<file path="src/hw/swr_map.vh">
// constants for the sweep and amplitude ramp block
// How it works
// - profile rise loads rising step and rate
// - dwell: rising steps stop and hold at end word
// - profile fall sweeps down to start, holds
// - dwell mode output follows profile pin level
// - no-dwell: profile high starts rising sweep
// - no-dwell: at end, return to start, wait
// - no-dwell ignores falling rate and step
// - continuous clear bits hold accumulators zero
// - auto-clear zeroes on commit or profile change
// - multiplier enable low bypasses amplitude scaling
// - manual mode scales by programmed scale word
// - auto mode: 10-bit counter, rate-paced up/down
// - step code 00/01/10/11 gives 1/2/4/8
// - auto amplitude never exceeds programmed scale word
// - ramp timer counts down, reloads at 1
// - load bit reloads timer on commit, profile
// - ramp pin change or auto entry reloads
// - single-tone: profile pins drive channel ramps
// - sweep plus ramp: aux pins pick channel
// - type 01 amp, 10 freq, 11 phase
// - sweep rate timer: 8-bit, reload at 1
`ifndef SWR_MAP_VH
`define SWR_MAP_VH

// ==========================================================
// channel function register fields
`define SWR_CFR_W 24
`define SWR_CFR_TYPE_HI 23
`define SWR_CFR_TYPE_LO 22
`define SWR_CFR_NODWELL 15
`define SWR_CFR_SWEEP_EN 14
`define SWR_CFR_ACLR_SW 4
`define SWR_CFR_CLR_SW 3
`define SWR_CFR_ACLR_PH 2
`define SWR_CFR_CLR_PH 1
`define SWR_TYPE_NA 2'h0
`define SWR_TYPE_AMP 2'h1
`define SWR_TYPE_FREQ 2'h2
`define SWR_TYPE_PHASE 2'h3
`define SWR_MODLVL_2 2'h0

// ==========================================================
// amplitude control register fields
`define SWR_ACR_OFFSET 8'h06
`define SWR_ACR_W 16
`define SWR_ACR_RESET 16'h0000
`define SWR_ACR_STEP_HI 15
`define SWR_ACR_STEP_LO 14
`define SWR_ACR_MULT_EN 12
`define SWR_ACR_AUTO 11
`define SWR_ACR_LOAD_TMR 10
`define SWR_ACR_ASF_HI 9
`define SWR_ASF_FULL 10'h3ff

`endif

</file>
<file path="src/hw/swr_amp_ramp.v">
// one channel of the output amplitude ramp engine
`timescale 1ns/10ps
`default_nettype none
`include "swr_map.vh"

module swr_amp_ramp
(
  input wire mclk_in,
  input wire rst_n_in,
  input wire [15:0] amp_ctl_in,
  input wire [7:0] ramp_rate_in,
  input wire ramp_up_in,
  input wire ramp_chg_in,
  input wire commit_in,
  input wire prof_chg_in,
  output reg [9:0] scale_out,
  output reg bypass_out
);

// ==========================================================
// step decode
function [9:0] step_of;
  input [1:0] code;
  begin
    step_of = 10'h001 << code;
  end
endfunction

wire mult_en = amp_ctl_in[`SWR_ACR_MULT_EN];
wire auto_on = mult_en & amp_ctl_in[`SWR_ACR_AUTO];
wire load_en = amp_ctl_in[`SWR_ACR_LOAD_TMR];
wire [9:0] lim = amp_ctl_in[`SWR_ACR_ASF_HI:0];
wire [9:0] step = step_of(amp_ctl_in[`SWR_ACR_STEP_HI:`SWR_ACR_STEP_LO]);
reg [7:0] tmr_reg;
reg [7:0] tmr_next;
reg [9:0] cnt_reg;
reg [9:0] cnt_next;
reg auto_d_reg;
reg tick;

// ==========================================================
// ramp rate timer and scale counter
always @*
begin
  tmr_next = tmr_reg;
  cnt_next = cnt_reg;
  tick = 1'b0;
  if (!auto_on)
    tmr_next = 8'h00;
  else if (ramp_chg_in || !auto_d_reg)
    tmr_next = ramp_rate_in;
  else if (load_en && (commit_in || prof_chg_in))
    tmr_next = ramp_rate_in;
  else if (tmr_reg <= 8'h01)
  begin
    tmr_next = ramp_rate_in;
    tick = 1'b1;
  end
  else
    tmr_next = tmr_reg - 8'h01;
  if (tick && ramp_up_in)
  begin
    if (cnt_reg >= lim || lim - cnt_reg <= step)
      cnt_next = lim;
    else
      cnt_next = cnt_reg + step;
  end
  else if (tick)
  begin
    if (cnt_reg <= step)
      cnt_next = 10'h000;
    else
      cnt_next = cnt_reg - step;
  end
end

always @(posedge mclk_in)
begin
  if (!rst_n_in)
  begin
    tmr_reg <= 8'h00;
    cnt_reg <= 10'h000;
    auto_d_reg <= 1'b0;
    scale_out <= `SWR_ASF_FULL;
    bypass_out <= 1'b1;
  end
  else
  begin
    tmr_reg <= tmr_next;
    cnt_reg <= cnt_next;
    auto_d_reg <= auto_on;
    bypass_out <= ~mult_en;
    if (!mult_en)
      scale_out <= `SWR_ASF_FULL;
    else if (!auto_on)
      scale_out <= lim;
    else if (cnt_reg > lim)
      scale_out <= lim;
    else
      scale_out <= cnt_reg;
  end
end

endmodule
`default_nettype wire

</file>
<file path="src/hw/swr_sweep_top.v">
// four-channel linear sweep, accumulator clearing and ramp pin routing
`timescale 1ns/10ps
`default_nettype none
`include "swr_map.vh"

module swr_sweep_top
#(
  parameter TW = 32
)
(
  input wire mclk_in,
  input wire rst_n_in,
  input wire [3:0] profile_pin_in,
  input wire [2:0] aux_control_pins_in,
  input wire commit_in,
  input wire [95:0] channel_function_reg_in,
  input wire [63:0] amplitude_control_reg_in,
  input wire [31:0] amplitude_ramp_rate_in,
  input wire [7:0] mod_level_in,
  input wire [4*TW-1:0] start_tuning_word_in,
  input wire [4*TW-1:0] end_tuning_word_in,
  input wire [4*TW-1:0] rising_step_word_in,
  input wire [4*TW-1:0] falling_step_word_in,
  input wire [31:0] rising_rate_word_in,
  input wire [31:0] falling_rate_word_in,
  output wire [4*TW-1:0] sweep_word_out,
  output wire [4*TW-1:0] phase_acc_out,
  output wire [3:0] sweep_active_out,
  output wire [39:0] amp_scale_out,
  output wire [3:0] amp_bypass_out
);

// ==========================================================
// pin synchronisers
reg [3:0] prof_s1_reg;
reg [3:0] prof_s2_reg;
reg [3:0] prof_d_reg;
reg [2:0] aux_s1_reg;
reg [2:0] aux_s2_reg;
reg cm_s1_reg;
reg cm_s2_reg;
reg cm_d_reg;

always @(posedge mclk_in)
begin
  if (!rst_n_in)
  begin
    prof_s1_reg <= 4'h0;
    prof_s2_reg <= 4'h0;
    prof_d_reg <= 4'h0;
    aux_s1_reg <= 3'h0;
    aux_s2_reg <= 3'h0;
    cm_s1_reg <= 1'b0;
    cm_s2_reg <= 1'b0;
    cm_d_reg <= 1'b0;
  end
  else
  begin
    prof_s1_reg <= profile_pin_in;
    prof_s2_reg <= prof_s1_reg;
    prof_d_reg <= prof_s2_reg;
    aux_s1_reg <= aux_control_pins_in;
    aux_s2_reg <= aux_s1_reg;
    cm_s1_reg <= commit_in;
    cm_s2_reg <= cm_s1_reg;
    cm_d_reg <= cm_s2_reg;
  end
end

// ==========================================================
// shared events
wire commit_p = cm_s2_reg & ~cm_d_reg;
wire [3:0] prof_rise = prof_s2_reg & ~prof_d_reg;
wire [3:0] prof_fall = ~prof_s2_reg & prof_d_reg;
wire prof_chg = |(prof_s2_reg ^ prof_d_reg);
wire [3:0] sw_on_w;
wire [3:0] auto_w;

// ==========================================================
// ramp control pin routing
reg [3:0] ramp_up_reg;
reg [3:0] ramp_up_next;
reg [3:0] ramp_chg_reg;
wire all_single = ~|sw_on_w;
wire sweep_and_ramp = (|sw_on_w) & (|auto_w);
wire [1:0] aux_ch = {aux_s2_reg[0], aux_s2_reg[1]};

always @*
begin
  ramp_up_next = ramp_up_reg;
  if (all_single)
    ramp_up_next = prof_s2_reg;
  else if (sweep_and_ramp)
    ramp_up_next[aux_ch] = ~aux_s2_reg[2];
  else
    ramp_up_next = prof_s2_reg;
end

always @(posedge mclk_in)
begin
  if (!rst_n_in)
  begin
    ramp_up_reg <= 4'h0;
    ramp_chg_reg <= 4'h0;
  end
  else
  begin
    ramp_up_reg <= ramp_up_next;
    ramp_chg_reg <= ramp_up_next ^ ramp_up_reg;
  end
end

// ==========================================================
// per-channel sweep and accumulators
genvar c;
generate
  for (c = 0; c < 4; c = c + 1)
  begin : g_ch
    wire [23:0] channel_function_reg = channel_function_reg_in[c*24 +: 24];
    wire [15:0] amplitude_control = amplitude_control_reg_in[c*16 +: 16];
    wire [TW-1:0] s_word = start_tuning_word_in[c*TW +: TW];
    wire [TW-1:0] e_word = end_tuning_word_in[c*TW +: TW];
    wire [TW-1:0] r_step = rising_step_word_in[c*TW +: TW];
    wire [TW-1:0] f_step = falling_step_word_in[c*TW +: TW];
    wire [7:0] r_rate = rising_rate_word_in[c*8 +: 8];
    wire [7:0] f_rate = falling_rate_word_in[c*8 +: 8];
    wire [1:0] stype = channel_function_reg[`SWR_CFR_TYPE_HI:`SWR_CFR_TYPE_LO];
    wire nodwell = channel_function_reg[`SWR_CFR_NODWELL];
    wire sw_on;
    wire pin = prof_s2_reg[c];
    wire dir;
    wire [TW-1:0] span = e_word - s_word;
    wire sw_clr;
    wire ph_clr;
    reg [7:0] tmr_reg;
    reg [7:0] tmr_next;
    reg [TW-1:0] acc_reg;
    reg [TW-1:0] acc_next;
    reg run_reg;
    reg run_next;
    reg tick;
    reg [TW-1:0] word_reg;
    reg [TW-1:0] ph_reg;
    reg act_reg;

    assign sw_on = channel_function_reg[`SWR_CFR_SWEEP_EN] && (stype != `SWR_TYPE_NA) &&
                   (mod_level_in[c*2 +: 2] == `SWR_MODLVL_2);
    assign dir = nodwell ? run_reg : pin;
    assign sw_clr = channel_function_reg[`SWR_CFR_CLR_SW] ||
                    (channel_function_reg[`SWR_CFR_ACLR_SW] && (commit_p || prof_chg));
    assign ph_clr = channel_function_reg[`SWR_CFR_CLR_PH] ||
                    (channel_function_reg[`SWR_CFR_ACLR_PH] && (commit_p || prof_chg));
    assign sw_on_w[c] = sw_on;
    assign auto_w[c] = amplitude_control[`SWR_ACR_MULT_EN] & amplitude_control[`SWR_ACR_AUTO];

    // sweep rate timer
    always @*
    begin
      tmr_next = tmr_reg;
      tick = 1'b0;
      if (!sw_on)
        tmr_next = 8'h00;
      else if (prof_rise[c])
        tmr_next = r_rate;
      else if (prof_fall[c] && !nodwell)
        tmr_next = f_rate;
      else if (commit_p)
        tmr_next = (dir && !nodwell) || nodwell ? r_rate : f_rate;
      else if (tmr_reg <= 8'h01)
      begin
        tmr_next = (dir || nodwell) ? r_rate : f_rate;
        tick = 1'b1;
      end
      else
        tmr_next = tmr_reg - 8'h01;
    end

    // sweep accumulator, held as offset above the start word
    always @*
    begin
      acc_next = acc_reg;
      run_next = run_reg;
      if (!nodwell)
        run_next = 1'b0;
      else if (prof_rise[c])
        run_next = 1'b1;
      if (!sw_on || sw_clr)
        acc_next = {TW{1'b0}};
      else if (tick && dir)
      begin
        if (acc_reg >= span || span - acc_reg <= r_step)
        begin
          if (nodwell)
          begin
            acc_next = {TW{1'b0}};
            run_next = 1'b0;
          end
          else
            acc_next = span;
        end
        else
          acc_next = acc_reg + r_step;
      end
      else if (tick && !nodwell)
      begin
        if (acc_reg <= f_step)
          acc_next = {TW{1'b0}};
        else
          acc_next = acc_reg - f_step;
      end
    end

    always @(posedge mclk_in)
    begin
      if (!rst_n_in)
      begin
        tmr_reg <= 8'h00;
        acc_reg <= {TW{1'b0}};
        run_reg <= 1'b0;
        word_reg <= {TW{1'b0}};
        ph_reg <= {TW{1'b0}};
        act_reg <= 1'b0;
      end
      else
      begin
        tmr_reg <= tmr_next;
        acc_reg <= acc_next;
        run_reg <= run_next;
        word_reg <= s_word + acc_reg;
        act_reg <= sw_on;
        if (ph_clr)
          ph_reg <= {TW{1'b0}};
        else
          ph_reg <= ph_reg + word_reg;
      end
    end

    assign sweep_word_out[c*TW +: TW] = word_reg;
    assign phase_acc_out[c*TW +: TW] = ph_reg;
    assign sweep_active_out[c] = act_reg;

    swr_amp_ramp u_amp
    (
      .mclk_in(mclk_in),
      .rst_n_in(rst_n_in),
      .amp_ctl_in(amplitude_control),
      .ramp_rate_in(amplitude_ramp_rate_in[c*8 +: 8]),
      .ramp_up_in(ramp_up_reg[c]),
      .ramp_chg_in(ramp_chg_reg[c]),
      .commit_in(commit_p),
      .prof_chg_in(prof_chg),
      .scale_out(amp_scale_out[c*10 +: 10]),
      .bypass_out(amp_bypass_out[c])
    );
  end
endgenerate

endmodule
`default_nettype wire

</file>
<file path="config.mk">
export PLATFORM = sky130hd
export DESIGN_NAME = swr_sweep_top
export DESIGN_NICKNAME = d
export VERILOG_FILES = /design/src/hw/swr_amp_ramp.v /design/src/hw/swr_sweep_top.v
export VERILOG_INCLUDE_DIRS = /design/src /design/src/hw
export SDC_FILE = /design/constraint.sdc
export NUM_CORES = 2
export LEC_CHECK = 0
export ABC_AREA = 1
export BUFFER_PORTS_ARGS = -buffer_cell sky130_fd_sc_hd__buf_2
export CORE_AREA = 10 10 421 423
export DETAILED_ROUTE_END_ITERATION = 10
export DIE_AREA = 0 0 431 433
export PLACE_DENSITY = 0.69
export SETUP_SLACK_MARGIN = 0.5
export SLEW_MARGIN = 20
export SYNTH_ARGS = -nofsm -noshare
export SYNTH_HDL_FRONTEND = slang
export SYNTH_SLANG_ARGS = --single-unit
</file>
<file path="constraint.sdc">
create_clock -name mclk_in -period 6 [get_ports mclk_in]
set_input_delay 0 -clock mclk_in [delete_from_list [all_inputs] [get_ports mclk_in]]
set_output_delay 0 -clock mclk_in [all_outputs]
set_load 0.02 [all_outputs]
</file>
Word level (Yosys, flattened, before mapping):

Cells that the tools add are included.

* flip-flop bits (word level): 573
* input port bits: 786
* word-level logic and storage cells: 433

* add/sub/neg operators: 44
* order comparisons: 38
* shift operators: 4
* mux-type cells: 149
* bitwise operators: 19
* reduce and logical (&&, ||, !) cells: 125

Operator list (count)
* $mux 32: 20
* $add 32x32->32: 12
* $sub 32x32->32: 12
* $mux 8: 36
* $le 32x32->1: 8
* $mux 10: 24
* $ge 32x32->1: 4
* $le 10x10->1: 8
* $sub 10x10->10: 8
* $mux 1: 65
* $le 8x1->1 const B: 8
* $sub 8x1->8 const B: 8
* $logic_and 1x1->1: 41
* $add 10x10->10: 4
* $ge 10x10->1: 4
* $gt 10x10->1: 4
* $shl 1x2->10 const A: 4
* $logic_or 1x1->1: 33
* $reduce_and 2->1: 12
* $reduce_bool 2->1: 12
* $reduce_or 2->1: 8
* $logic_not 1->1: 12
* $reduce_or 4->1: 3
* $and 4x4->4: 2
* other kinds (10): 27

Logic depth before layout (Yosys ltp):

* word-level depth: 9
* mapped depth: 40
* depth with buffers taken out: 39

Hierarchy:

A second synthesis with hierarchy kept.

* cells, all modules: 13611
* area, all modules: 80146.9 µm²

Modules (own cells, without submodules)
* swr_sweep_top: instances 1, cells each 11871, area an instance 68778.5 µm², sequential area each 9068.7 µm²
* swr_amp_ramp at g_ch[1].u_amp: instances 1, cells each 439, area an instance 2931.6 µm², sequential area each 600.6 µm²
* swr_amp_ramp at g_ch[2].u_amp: instances 1, cells each 429, area an instance 2851.5 µm², sequential area each 600.6 µm²
* swr_amp_ramp at g_ch[0].u_amp: instances 1, cells each 437, area an instance 2808.9 µm², sequential area each 600.6 µm²
* swr_amp_ramp at g_ch[3].u_amp: instances 1, cells each 435, area an instance 2776.4 µm², sequential area each 600.6 µm²

Least setup slack after synthesis:

OpenSTA, ideal clock, no wires.

* path type: input-to-reg
* start point: input port end_tuning_word_in[0]
* end point: register g_ch[0].acc_reg[14]
* setup time: 70 ps
* arrival time: 4208 ps
* required time: 5930 ps
* setup slack: 1721 ps
* stages: 36
* buffers on the path: 1
* cell sequence: inv_1 ha_1 fa_1 inv_1 nand3_1 nand2_1 nand2_1 nand2_1 nand2_1 nand2_1 xor2_1 ha_1 a21oi_1 o21ai_0 a21oi_1 o21ai_1 a21boi_0 o21ai_1 nand2_1 nand2_1 nand2_1 nand2_1 ha_1 nand2_1 nor2_1 nand4_1 nor2_1 nand2_1 nand2_1 nor2_1 nor2_4 buf_2 nand3_1 nand2_1 nand2_1 a21oi_1

* word-level cells in the longest chain between the ends: 6
* elaborated cells on any way between the ends: 8
* classes of those cells: add/sub (2); order compare (2); mux (3); reduce/logical (1)

Ends and longest elaborated chain
* from (decl): line swr_sweep_top.v:21 `input wire [4*TW-1:0] end_tuning_word_in,`
* $sub 32x32->32 (*): line swr_sweep_top.v:132 `wire [TW-1:0] span = e_word - s_word;`
* $sub 32x32->32: line swr_sweep_top.v:191 `if (acc_reg >= span || span - acc_reg <= r_step)`
* $le 32x32->1: line swr_sweep_top.v:191
* $logic_or 1x1->1: line swr_sweep_top.v:191
* $mux 32 (*): line swr_sweep_top.v:191
* $mux 32 (*): line swr_sweep_top.v:189 `else if (tick && dir)`
* to (signal assigned): line swr_sweep_top.v:218 `acc_reg <= {TW{1'b0}};`
* to (signal assigned): line swr_sweep_top.v:227 `acc_reg <= acc_next;`
* to (decl): line swr_sweep_top.v:137 `reg [TW-1:0] acc_reg;`

Mark *: on every way between the ends. The rest lies on a longest branch, timed or not.
A chain may end at the register's enable or synchronous reset.

Worst setup path in the final report:

* start point: input port start_tuning_word_in[107]
* end point: register g_ch[3].run_reg

* word-level cells in the longest chain between the ends: 7
* elaborated cells on any way between the ends: 8
* classes of those cells: add/sub (2); order compare (2); mux (3); reduce/logical (1)

Ends and longest elaborated chain
* from (decl): line swr_sweep_top.v:20 `input wire [4*TW-1:0] start_tuning_word_in,`
* $sub 32x32->32 (*): line swr_sweep_top.v:132
* $sub 32x32->32: line swr_sweep_top.v:191
* $le 32x32->1: line swr_sweep_top.v:191
* $logic_or 1x1->1 (*): line swr_sweep_top.v:191
* $mux 1 (*): line swr_sweep_top.v:191
* $mux 1 (*): line swr_sweep_top.v:189
* $mux 1 (*): line swr_sweep_top.v:187 `if (!sw_on || sw_clr)`
* to (signal assigned): line swr_sweep_top.v:228 `run_reg <= run_next;`
* to (decl): line swr_sweep_top.v:139 `reg run_reg;`

Marked as above.

==> impl_metrics.ini <==
[outcome]
status = finished, final reports clean

[drt]
dr_wl_met3_mm = 37.5
drc = 0
vias = 100000
top_layer_used = met5
met2_length_mm = 174
met1Wirelength_mm = 154
first_iter_violations = 10200
ant_nets = 0
routedWlPerCell_um = 22.7
viasPerCell = 5.53
dr.pass1.iters = 9
finalWirelength_mm = 412

[logic_synthesis]
yosys.area_share.adder_pct = 16.0
synth_nets = 16200
synthArstFlopShare_pct = 0
syn_avg_cell_area_um2 = 5.68
synth-compound-area-share_pct = 17.0
synth_warnings = 0
synthSimpleGateAreaFrac_pct = 35.2
synth_cell_types = 67
synth-main-ff-cell = dfxtp_1
ys_ff_latch = 573
synth_top_family_by_area = simple AND/OR/NAND/NOR gates
synthMuxAreaShare_pct = 0.0122
synth.cell_area_um2 = 81900
syn-instance-count = 14400
yosysSeqAreaShare_pct = 14.0
synth-edff-count = 0
synth-xor-area-share_pct = 4.12
yosysTopAreaCellShare_pct = 19.5
synthTopCellsByArea = nand2_1 (19%), ha_1 (15%), dfxtp_1 (14%), inv_1 (12%), a21oi_1 (8.0%)
synth_top_area_cell = nand2_1

[clock_network]
tritoncts = done
clkLatencyLatePin_ns = 0.72
cts-htree-levels = 3
cts_buffers = 75
clkTransAtPathRegs_ns = 0.07
cts.sinks = 573
cts.path.max_buffers = 3
root_buffer = clkbuf_16

[global_route]
grt_pass1_wl_mm = 588
overflow = 0
grt_use_total_pct = 41.5
grt_pass1_vias = 92600
grt_max_degree = 45
antenna_found_initial = 55

[place]
port_buffers = 1021
routabilityCongestion = 1.12
hpwl_mm = 349

[pwr]
vdd_drop_max_v = 0.000220
powerDensity_nw_per_um2 = 178
power_leakage_nw = 55.1
power_w = 0.0173

[die]
die_x_um = 431
initial_core_util_pct = 48.5
core_um2 = 169000
ios = 1090
die-area_um2 = 187000
dieHeight_um = 433
rows = 151

[sta]
setup_tns_ns = 0
tightest_slew_ns = 1.14
fin_skew_ns = 0.0486
slew_viol_final = 0
finalCriticalPeriod_ns = 5.29
max_freq_mhz = 189
rsz0062_at_grt = yes
relSlewSlack_pct = 24.0
setup-violations-final = 0
fin_crit_sh_pct = 88.1
hold_violations = 0

[critical_path]
worstPathArrival_ns = 5.94
worstPathRequired_ns = 6.66
startpoint_type = primary input
worst-setup-path-type = primary input to register
cp_slowest_stage_delay_ns = 0.58
path_max_fanout = 7
crit_slowest_cell = dlygate4sd3_1
cpMostUsedCell = inv_1
end_kind = register

[final_layout]
final_layout_size_suffix_gt1_share_pct = 9.32
nNetsFinal = 17700
syn_to_final_growth_pct = 18.8

[hold_path]
min_path_type = primary input to register

[flow_run]
max-cap-violations = 0
==> per-layer routing <==
layer | global-route usage [%] | vias to the layer above
met1 | 48.0 | 45100
met3 | 8.43 | 1375
met5 | 0 | -
li1 | - | 49000
met2 | 64.4 | 4899
met4 | 37.8 | 26
==> stage by stage <==
step	utilization [%]	worst slack, ns	area, um^2	hold slack (ns)	cells
detailed placement	53.2	0.304	89700	0.197	17600
global placement	53.2	0.407	89700	0.189	17600
floorplan	-	1.72	81900	0.0976	14400
global route	57.6	0.414	97300	0.0591	18200
finish	57.7	0.714	97300	0.0438	18200
CTS	57.2	0.507	96500	0.00194	18100
==> cells in the final DEF, fill, tap and decap left out, types with 16 or more instances in the layout <==
| cell type | count |
|---|---|
| buf_4 | 111 |
| o21a_1 | 86 |
| clkbuf_16 | 77 |
| ha_2 | 19 |
| ha_1 | 971 |
| nand3_1 | 829 |
| a221oi_1 | 17 |
| fa_1 | 36 |
| nor2_2 | 27 |
| a21boi_0 | 40 |
| dlygate4sd3_1 | 403 |
| nor2_1 | 1323 |
| o21ai_1 | 54 |
| xnor2_1 | 146 |
| o21ai_0 | 555 |
| nor3_1 | 163 |
| inv_2 | 29 |
| nand4_1 | 163 |
| o31ai_1 | 17 |
| and3_1 | 26 |
| inv_1 | 2711 |
| nor3_2 | 16 |
| and2_1 | 48 |
| nand3b_1 | 66 |
| o22ai_1 | 41 |
| a21oi_1 | 1302 |
| dfxtp_1 | 573 |
| nand2_1 | 4241 |
| clkbuf_8 | 16 |
| diode_2 | 32 |
| buf_2 | 1019 |
| a211oi_1 | 16 |
| nand2_2 | 25 |
| o21bai_1 | 94 |
| a31oi_1 | 53 |
| o211ai_1 | 25 |
| nor4_1 | 28 |
| xor2_2 | 23 |
| a21o_1 | 118 |
| xor2_1 | 215 |
==> report_power, final <==
group	leakage (nW)	switching [W]	internal (W)
registers	4.68	0.000175	0.00393
clock network	1.31	0.00205	0.00295
logic	49.1	0.00537	0.00281
total	55.1	0.00759	0.00968
==> cells by family after synthesis <==
family | after synthesis
flip-flops | 573
AO/OA/AOI/OAI | 2494
adder cells (fa/ha/maj) | 1028
XOR/XNOR | 385
buffers and inverters | 2930
AND/OR/NAND/NOR | 7006
multiplexers | 1
==> cells in the mapped netlist, drive strengths merged, types with 97 or more instances <==
cell,count
a21o,118
a21oi,1315
clkbuf,101
dfxtp,573
ha,992
inv,2742
nand2,4269
nand3,844
nand4,164
nor2,1355
nor3,180
o21ai,613
o21bai,97
xnor2,147
xor2,238
==> worst max-delay path: cells and delay by family <==
family / cells / cell delay [ns]
compound gates: 5 / 1.11
buf+inv: 9 / 1.71
fa+ha+maj: 3 / 1.09
xor+xnor: 1 / 0.20
simple gates: 13 / 1.84
==> final cells by class <==
cell class | instances | area [um^2]
antenna | 32 | 80.1
clock buffer | 102 | 2160
clock inverter | 36 | 528
fill | 17900 | 71400
inverter | 2753 | 10300
multi-input combinational | 10900 | 59800
sequential | 573 | 11500
tap | 2218 | 2780
timing repair buffer | 1545 | 10200
==> timing repair <==
| item | 4_1_cts | 5_1_grt |
|---|---|---|
| hold buffers | 403 | 0 |
| buffers inserted | 0 | 15 |
| hold endpoints to repair | 394 | 0 |
| resized for setup | 0 | 132 |
| setup endpoints to repair | 0 | 132 |
==> worst paths after layout <==
path	from	end	slack, ns	depth (start not counted)
worst max-delay path	start_tuning_word_in[107]	g_ch[3].run_reg	0.71	31
worst min-delay path	amplitude_control_reg_in[31]	g_ch[1].u_amp.cnt_reg[0]	0.04	6
worst max register to register	cm_d_reg	g_ch[3].u_amp.tmr_reg[3]	0.90	15
worst min register to register	prof_s1_reg[2]	prof_s2_reg[2]	0.39	2
Power figures use the tool's default switching activity.
